File: src/hdl/pmsmc_pkg.sv
/*
 * Package for the power-management status, mask and control registers:
 * register indices, field positions, reset values and state encodings.
 * Assumes a byte-wide register port addressed by the serial bus front end.
 */
package pmsmc_pkg;
    // =====================================================================
    // Register indices
    localparam logic [7:0] ADDR_LS_MASK = 8'h04;
    localparam logic [7:0] ADDR_STATUS = 8'h05;
    localparam logic [7:0] ADDR_CONTROL = 8'h06;
    // =====================================================================
    // Field positions
    localparam int MASK_THERM_LSB = 3;
    localparam int MASK_OVCUR_LSB = 0;
    localparam logic [7:0] MASK_WR_BITS = 8'h3f;
    localparam int ST_SEAL = 7;
    localparam int ST_NVM = 6;
    localparam int ST_SUPPLY = 5;
    localparam int ST_BUTTON = 4;
    localparam int ST_STATE_LSB = 2;
    localparam int ST_COIN_LSB = 0;
    localparam int CTL_PF_EN = 1;
    localparam int CTL_MEASURE = 0;
    // =====================================================================
    // Reset values
    localparam logic [5:0] MASK_RESET = 6'h00;
    localparam logic PF_EN_RESET = 1'b0;
    localparam logic [1:0] COIN_RESET = 2'h0;
    // =====================================================================
    // Power state machine report encoding
    localparam logic [1:0] PS_TRANSITION = 2'h0;
    localparam logic [1:0] PS_AWAITING_POWER_ENABLE = 2'h1;
    localparam logic [1:0] PS_ACTIVE = 2'h2;
    localparam logic [1:0] PS_SUSPEND = 2'h3;
    typedef enum logic [1:0] {
        PMSMC_MEAS_IDLE,
        PMSMC_MEAS_BUSY
    } pmsmc_meas_t;
endpackage : pmsmc_pkg

File: src/hdl/pmsmc_regs.sv
/*
 * Register block: load-switch interrupt mask, live device status and
 * power-fail / coin-cell measurement control, plus interrupt pin drive.
 * Assumes a decoded byte register port from the serial bus slave and
 * event, state and measurement inputs synchronous to clk.
 */
// Summary of operation
// - A clear mask bit lets its event pull the pin low, set hides it.
// - Masking never stops event detection or the flags.
// - Mask bits 5..3 hide switch 3..1 thermal faults; 7-6 read zero.
// - Mask bits 2..0 hide switch 3..1 current limits; all reset to 0.
// - Status bit 7 reads 1 once the freshness seal is broken, else 0.
// - Status bit 6 reads 1 when stored defaults differ from factory.
// - Status bit 5 reads 1 while the supply-detect pin is low.
// - Status bit 4 reads 1 while the push-button pin is low.
// - Status bits 3-2 report the power state machine state code.
// - Status bits 1-0 report the coin-cell level code.
// - Control bit 1 set and a low power-fail output request shutdown.
// - Writing 1 to control bit 0 starts a measurement; it self-clears.
// - A current-limit flag is 1 only while its switch is limiting.
module pmsmc_regs #(
    parameter int NUM_SWITCH = 3
) (
    input wire logic clk,
    input wire logic rst_n,
    input wire logic reg_wr,
    input wire logic reg_rd,
    input wire logic [7:0] reg_addr,
    input wire logic [7:0] reg_wdata,
    output logic [7:0] reg_rdata,
    input wire logic [NUM_SWITCH-1:0] switch_thermal_flag,
    input wire logic [NUM_SWITCH-1:0] switch_current_limit,
    input wire logic [NUM_SWITCH-1:0] switch_enabled,
    input wire logic factory_seal_broken,
    input wire logic nvm_changed_flag,
    input wire logic supply_detect_input_n,
    input wire logic push_button_input_n,
    input wire logic [1:0] power_state,
    input wire logic power_fail_output_n,
    input wire logic measure_done,
    input wire logic [1:0] measured_coin_level,
    output logic interrupt_request_pin_n,
    output logic measure_start,
    output logic shutdown_request,
    output logic [NUM_SWITCH-1:0] switch_overcurrent_flag
);
    // =====================================================================
    // Registers
    logic [NUM_SWITCH-1:0] therm_mask_q;
    logic [NUM_SWITCH-1:0] ovcur_mask_q;
    logic pf_en_q;
    logic measure_q;
    logic [1:0] coin_level_q;
    logic [7:0] status_d;
    logic [7:0] rdata_d;
    logic pending_d;
    pmsmc_pkg::pmsmc_meas_t meas_q;

    function automatic logic hit(input logic [7:0] a, input logic [7:0] r);
        hit = (a == r);
    endfunction : hit

    // =====================================================================
    // Mask register
    // mask write
    always_ff @(posedge clk) begin
        if (!rst_n) begin
            therm_mask_q <= NUM_SWITCH'(pmsmc_pkg::MASK_RESET);
            ovcur_mask_q <= NUM_SWITCH'(pmsmc_pkg::MASK_RESET);
        end else if (reg_wr && hit(reg_addr, pmsmc_pkg::ADDR_LS_MASK)) begin
            therm_mask_q <= reg_wdata[pmsmc_pkg::MASK_THERM_LSB +: NUM_SWITCH];
            ovcur_mask_q <= reg_wdata[pmsmc_pkg::MASK_OVCUR_LSB +: NUM_SWITCH];
        end
    end

    // =====================================================================
    // Control register; trigger self-clears after one cycle
    // self-clearing trigger
    always_ff @(posedge clk) begin
        if (!rst_n) begin
            pf_en_q <= pmsmc_pkg::PF_EN_RESET;
            measure_q <= 1'b0;
        end else begin
            measure_q <= reg_wr && hit(reg_addr, pmsmc_pkg::ADDR_CONTROL)
                && reg_wdata[pmsmc_pkg::CTL_MEASURE];
            if (reg_wr && hit(reg_addr, pmsmc_pkg::ADDR_CONTROL)) begin
                pf_en_q <= reg_wdata[pmsmc_pkg::CTL_PF_EN];
            end
        end
    end

    // Measurement tracking; level latched only when a result arrives
    // coin level capture
    always_ff @(posedge clk) begin
        if (!rst_n) begin
            meas_q <= pmsmc_pkg::PMSMC_MEAS_IDLE;
            coin_level_q <= pmsmc_pkg::COIN_RESET;
            measure_start <= 1'b0;
        end else begin
            measure_start <= measure_q;
            case (meas_q)
                pmsmc_pkg::PMSMC_MEAS_IDLE: begin
                    if (measure_q) begin
                        meas_q <= pmsmc_pkg::PMSMC_MEAS_BUSY;
                    end
                end
                pmsmc_pkg::PMSMC_MEAS_BUSY: begin
                    if (measure_done) begin
                        coin_level_q <= measured_coin_level;
                        meas_q <= pmsmc_pkg::PMSMC_MEAS_IDLE;
                    end
                end
                default: meas_q <= pmsmc_pkg::PMSMC_MEAS_IDLE;
            endcase
        end
    end

    // =====================================================================
    // Power-fail shutdown
    // power-fail shutdown
    always_ff @(posedge clk) begin
        if (!rst_n) begin
            shutdown_request <= 1'b0;
        end else begin
            shutdown_request <= pf_en_q && !power_fail_output_n;
        end
    end

    // =====================================================================
    // Flags follow hardware regardless of masks
    // live current-limit flag
    always_ff @(posedge clk) begin
        if (!rst_n) begin
            switch_overcurrent_flag <= '0;
        end else begin
            switch_overcurrent_flag <= switch_current_limit & switch_enabled;
        end
    end

    always_comb begin
        pending_d = |(switch_thermal_flag & ~therm_mask_q)
            | |(switch_current_limit & switch_enabled & ~ovcur_mask_q);
    end

    always_ff @(posedge clk) begin
        if (!rst_n) begin
            interrupt_request_pin_n <= 1'b1;
        end else begin
            interrupt_request_pin_n <= !pending_d;
        end
    end

    // =====================================================================
    // Read path
    // status assembly
    always_comb begin
        status_d = 8'h00;
        status_d[pmsmc_pkg::ST_SEAL] = factory_seal_broken;
        status_d[pmsmc_pkg::ST_NVM] = nvm_changed_flag;
        status_d[pmsmc_pkg::ST_SUPPLY] = !supply_detect_input_n;
        status_d[pmsmc_pkg::ST_BUTTON] = !push_button_input_n;
        status_d[pmsmc_pkg::ST_STATE_LSB +: 2] = power_state;
        status_d[pmsmc_pkg::ST_COIN_LSB +: 2] = coin_level_q;
    end

    always_comb begin
        rdata_d = 8'h00;
        if (hit(reg_addr, pmsmc_pkg::ADDR_LS_MASK)) begin
            rdata_d[pmsmc_pkg::MASK_THERM_LSB +: NUM_SWITCH] = therm_mask_q;
            rdata_d[pmsmc_pkg::MASK_OVCUR_LSB +: NUM_SWITCH] = ovcur_mask_q;
        end else if (hit(reg_addr, pmsmc_pkg::ADDR_STATUS)) begin
            rdata_d = status_d;
        end else if (hit(reg_addr, pmsmc_pkg::ADDR_CONTROL)) begin
            rdata_d[pmsmc_pkg::CTL_PF_EN] = pf_en_q;
            rdata_d[pmsmc_pkg::CTL_MEASURE] = measure_q;
        end
    end

    always_ff @(posedge clk) begin
        if (!rst_n) begin
            reg_rdata <= 8'h00;
        end else if (reg_rd) begin
            reg_rdata <= rdata_d;
        end
    end

    // =====================================================================
    // Checks
    // pin follows unmasked events
    int_pin_a: assert property (
        @(posedge clk) disable iff (!rst_n)
        ##1 (interrupt_request_pin_n == !$past(pending_d)))
        else $error("interrupt pin disagrees with pending events");
    mask_reset_a: assert property (
        @(posedge clk)
        !rst_n |=> (therm_mask_q == '0 && ovcur_mask_q == '0))
        else $error("masks not cleared by reset");
    trig_clear_a: assert property (
        @(posedge clk) disable iff (!rst_n)
        measure_q |=> !measure_q || $past(reg_wr))
        else $error("measure trigger did not self clear");
    meas_start_a: assert property (
        @(posedge clk) disable iff (!rst_n)
        (reg_wr && reg_addr == pmsmc_pkg::ADDR_CONTROL
        && reg_wdata[pmsmc_pkg::CTL_MEASURE]) |=> ##1 measure_start)
        else $error("measurement not started two cycles after trigger");
    pf_shutdown_a: assert property (
        @(posedge clk) disable iff (!rst_n)
        shutdown_request |-> $past(pf_en_q) && !$past(power_fail_output_n))
        else $error("shutdown without enable and power fail");
    ovcur_flag_a: assert property (
        @(posedge clk) disable iff (!rst_n)
        $past(!switch_enabled[0]) |-> !switch_overcurrent_flag[0])
        else $error("current-limit flag set on disabled switch");
    live_status_a: assert property (
        @(posedge clk) disable iff (!rst_n)
        (reg_rd && reg_addr == pmsmc_pkg::ADDR_STATUS) |=>
        reg_rdata[5:4] == ~$past({supply_detect_input_n,
        push_button_input_n}))
        else $error("status inputs not reported live");
    reserved_zero_a: assert property (
        @(posedge clk) disable iff (!rst_n)
        (reg_rd && reg_addr == pmsmc_pkg::ADDR_CONTROL) |=>
        reg_rdata[7:2] == 6'h00)
        else $error("reserved control bits not zero");
    shutdown_c: cover property (@(posedge clk) shutdown_request);
    int_c: cover property (@(posedge clk) !interrupt_request_pin_n);
    meas_c: cover property (@(posedge clk)
        meas_q == pmsmc_pkg::PMSMC_MEAS_BUSY ##1 measure_done);
endmodule : pmsmc_regs

File: config.mk
export PLATFORM = sky130hd
export DESIGN_NAME = pmsmc_regs
export DESIGN_NICKNAME = d
export VERILOG_FILES = /design/src/hdl/pmsmc_pkg.sv /design/src/hdl/pmsmc_regs.sv
export SDC_FILE = /design/constraint.sdc
export NUM_CORES = 1
export LEC_CHECK = 0
export BUFFER_PORTS_ARGS = -buffer_cell sky130_fd_sc_hd__buf_2
export CAP_MARGIN = 20
export CORE_ASPECT_RATIO = 0.7
export CORE_MARGIN = 10
export CORE_UTILIZATION = 40
export DETAILED_ROUTE_END_ITERATION = 8
export GPL_TIMING_DRIVEN = 0
export PLACE_DENSITY_LB_ADDON = 0.3
export SYNTH_ARGS = -nofsm -noshare
export SYNTH_HDL_FRONTEND = slang
export SYNTH_SLANG_ARGS = --single-unit
File: constraint.sdc
create_clock -name clk -period 3.2 [get_ports clk]
set_clock_uncertainty 0.2 [all_clocks]
set_input_delay 0.32 -clock clk [delete_from_list [all_inputs] [get_ports clk]]
set_output_delay 0.32 -clock clk [all_outputs]
set_load 0.05 [all_outputs]
After elaboration in Yosys (flattened, before gate mapping)
Cells that the tools add are included.

Equality and inequality tests: 6. Multiplexer cells: 8. Bitwise operators: 6. Reduce and logical (&&, ||, !) cells: 13.

Operators with widths (count): $eq 8x3->1 const B (3); $mux 6 (2); $mux 2 (5); $and 3x3->3 (3); $not 3->3 (2); $reduce_or 3->1 (2); $logic_and 1x1->1 (4); $logic_not 1->1 (4); $ne 2x2->1 const B (2); $pmux 2 s2 (1); $reduce_and 2->1 (2); $eq 2x1->1 const B (1); $logic_not 2->1 (1); $or 1x1->1 (1).

Flip-flop bits (word level): 26. Bits of input ports: 39. Output and inout bits: 14. Word-level logic and storage cells: 44.

Depth between registers and ports, before layout
Word-level depth: 5. Mapped depth: 4. Mapped depth without buffers: 4.

Worst setup path after synthesis
No wires, ideal clock.

Kind: input to register. Start point: input reg_addr[5]. End point: register ovcur_mask_q[0]. Setup time: 0.119 ns. Arrival: 1.444 ns. Data required time: 2.881 ns. Slack: 1.437 ns. Cell stages on the path: 4. Path buffers: 0. Path through: or4b_4 > nor4_4 > nand2_4 > mux2i_1.

Word-level cells in the longest chain between the ends: 2.

Ends and longest elaborated chain: from (decl) (line pmsmc_regs.sv:28) `input wire logic [7:0] reg_addr,`; $eq 8x3->1 (line pmsmc_regs.sv:60) `hit = (a == r);`; $logic_and 1x1->1 (line pmsmc_regs.sv:70) `end else if (reg_wr && hit(reg_addr, pmsmc_pkg::ADDR_LS_MASK)) begin`; to (signal assigned) (line pmsmc_regs.sv:69) `ovcur_mask_q <= NUM_SWITCH'(pmsmc_pkg::MASK_RESET);`; to (signal assigned) (line pmsmc_regs.sv:72) `ovcur_mask_q <= reg_wdata[pmsmc_pkg::MASK_OVCUR_LSB +: NUM_SWITCH];`; to (decl) (line pmsmc_regs.sv:50) `logic [NUM_SWITCH-1:0] ovcur_mask_q;`.

No other way between the ends. A chain may end at the register's enable or synchronous reset.

Final worst setup path
Start point: input reg_addr[5]. End point: register reg_rdata[4].

Word-level cells in the longest chain between the ends: 3. Elaborated cells on any way between the ends: 4. Classes of those cells: eq/ne (2); mux (2).

Ends and longest elaborated chain: $eq 8x3->1 (line pmsmc_regs.sv:60); $mux 6 (line pmsmc_regs.sv:171) `end else if (hit(reg_addr, pmsmc_pkg::ADDR_STATUS)) begin`; $mux 6 * (line pmsmc_regs.sv:168) `if (hit(reg_addr, pmsmc_pkg::ADDR_LS_MASK)) begin`; to (signal assigned) (line pmsmc_regs.sv:183) `reg_rdata <= rdata_d;`; to (decl) (line pmsmc_regs.sv:30) `output logic [7:0] reg_rdata,`.

Mark *: on every way between the ends. The rest lies on a longest branch, timed or not.

==> out/results.ini <==
[logic_synthesis]
yosysMostFrequentCell = nand2_1
netlist_top_cells_count = nand2_1 (26), dfxtp_1 (25), mux2i_1 (9), and3_1 (5), nand3_1 (5)
syn_avg_cell_area_um2 = 9.44
yosysTopAreaCellShare_pct = 48.2
syn_nets = 149
synth-seq-area-share_pct = 48.2
syn-cell-area_um2 = 1040
synth_warnings = 0
yosysTopAreaCell = dfxtp_1
synth_ff_type = dfxtp_1
synth_edf_count = 0
synth_area_leaders = dfxtp_1 (48%), nand2_1 (9.4%), mux2i_1 (8.7%)
ys_types = 25
ys_ff_latch = 25
netlist_instances = 110
async_flop_share_pct = 0

[detailed_routing]
drtPass1Iterations = 4
avgViaCountPerCell = 5.07
drtIter0Drc = 41
dr_total_vias = 1004
finalWirelength_um = 2910
antenna_left = 0
post_drt_wl_per_cell_um = 14.7
drc = 0

[clocking]
cts_hold_buf = 0
path_clk_slew_ns = 0.09
clk_path_buf_depth = 2
cts_setup_buffers = 0
clkSinkCount = 25
cts_tree = yes
post_cts_resize_count = 0
cts_made_buffers = 3
clkLatencyLatePin_ns = 0.27
root_buffer = clkbuf_8
cts_htree_levels = 1

[timing]
slew_headroom_pct = 65.1
setup_viol = 0
grt_setup_unrepaired = false
finalCritPeriodShare_pct = 53.5
fin_tns_setup_ns = 0
max_freq_mhz = 584
worst_pin_slew_ns = 0.520
finalMaxSlewViolations = 0
post-route-min-period_ns = 1.71
hold_violations = 0

[worst_hold_path]
min_path_type = input pin to flip-flop

[run_status]
outcome = finished, final reports clean

[finish]
final_cells = 198
nets = 204
syn2layout_area_growth_pct = 32.9
n_antenna_cell = 0
layout-drive-gt1-share_pct = 36.0
fillers = 252

[placed_design]
port_buffers = 50
dpl.cell_count = 194
routabilityCongestion = 0.722
place_hpwl_um = 2430

[worst_setup_path]
endpoint_kind = flip-flop
arrival_ns = 1.72
crit_slowest_cell = or4b_4
worstPathCellList = buf_2 -> or4b_4 -> nor4_4 -> o2111ai_1 -> a21boi_1
crit_path_max_incr_delay_ns = 0.54
critPathMaxFanout = 7
worstPathRequired_ns = 3.21
setup.worst_path.class = input pin to flip-flop
start_kind = input pin

[global_routing]
antenna_found_initial = 0
grt_use_total_pct = 11.4
grt_pass1_vias = 995
grt_overflow_total = 0
grt_pass1_wl_um = 4740
grt_max_degree = 16

[die]
start_util_pct = 41.9
core_area_um2 = 2480
fp.dieW_um = 80.9
die_area_um2 = 5070
io_pins = 53
fp.dieH_um = 62.6
row_count = 15

[power_and_ir_drop]
vdd_ir_drop_max_mv = 0.352
leakage_nw = 0.685
power_density_nw_per_um2 = 408

[job]
drv_cap = 0

[worst paths after layout]
check | from | to | slack, ns | cells past startpoint
worst min register to register | reg_rdata[4] | reg_rdata[4] | 0.27 | 2
worst min-delay path | measure_done | meas_q[0] | 0.07 | 2
worst max register to register | therm_mask_q[1] | interrupt_request_pin_n | 2.07 | 2
worst max-delay path | reg_addr[5] | reg_rdata[4] | 1.49 | 5
[area by class of cell]
type | instances | area [um2] | area share [%]
multi-input combinational | 78 | 512 | 37.1
sequential | 25 | 500 | 36.3
timing repair buffer | 50 | 250 | 18.1
tap | 34 | 42.5 | 3.08
clock buffer | 3 | 41.3 | 2.99
buffer | 4 | 15.0 | 1.09
inverter | 3 | 11.3 | 0.816
clock inverter | 1 | 7.51 | 0.544
[worst max-delay path: cells and delay by family]
family,cells,cell delay (ns)
AO/OA/AOI/OAI,2,0.35
AND/OR/NAND/NOR,2,0.95
buffers and inverters,1,0.09
[per-stage QoR]
stage	power [mW]	setup WS, ns	hold WS [ns]	area (um2)	utilization (%)
finish	0.564	1.49	0.0748	1380	55.7
global route	0.592	1.38	0.0718	1380	55.7
detailed placement	0.385	1.20	0.256	1330	53.7
CTS	0.571	1.49	0.0658	1380	55.7
floorplan	0.351	1.44	0.214	1040	-
global placement	0.383	1.21	0.243	1330	53.7
[flip-flops by register name (all words and copies together), names as in the netlist]
| name | count |
|---|---|
| ovcur_mask_q | 3 |
| interrupt_request_pin_n | 1 |
| reg_rdata | 8 |
| therm_mask_q | 3 |
| pf_en_q | 1 |
| measure_q | 1 |
| meas_q | 1 |
| switch_overcurrent_flag | 3 |
| measure_start | 1 |
| shutdown_request | 1 |
| coin_level_q | 2 |
[cell families (layout without fill, tap and decap cells)]
group	count (synthesis)	after routing	synth area share [%]
AO/OA/AOI/OAI	19	19	14.0
buffers and inverters	7	61	2.53
flip-flops	25	25	48.2
multiplexers	11	11	10.8
AND/OR/NAND/NOR	48	48	24.5
[metal layers]
| metal | part of all wire (%) | up-vias | GRT usage, % |
|---|---|---|---|
| li1 | - | 501 | - |
| met1 | 41 | 460 | 12.8 |
| met2 | 47 | 39 | 18.9 |
| met3 | 11 | 4 | 5.60 |
| met4 | 0.79 | 0 | 2.59 |
| met5 | 0 | - | 0 |
[power by group]
| group | switching [mW] | total (mW) | internal (mW) |
|---|---|---|---|
| Combinational | 0.0359 | 0.0634 | 0.0275 |
| Clock | 0.0981 | 0.186 | 0.0882 |
| Sequential | 0.000609 | 0.314 | 0.313 |
[cell usage in the layout, fill, tap and decap left out, types with 2 or more instances in the layout]
cell type	netlist	final
nor2_1	2	2
o2111ai_1	2	2
o22ai_1	3	3
dfxtp_1	25	25
clkbuf_1	4	4
nor2b_1	3	3
mux2i_1	9	9
and3_1	5	5
a21boi_1	2	2
a32o_1	4	4
mux2_2	2	2
a21boi_0	4	4
nand3_1	5	5
buf_2	0	50
o21ai_0	2	2
nand2_1	26	26
clkbuf_8	0	3
inv_1	3	3
Note: power is estimated with default switching activity, not from simulation.
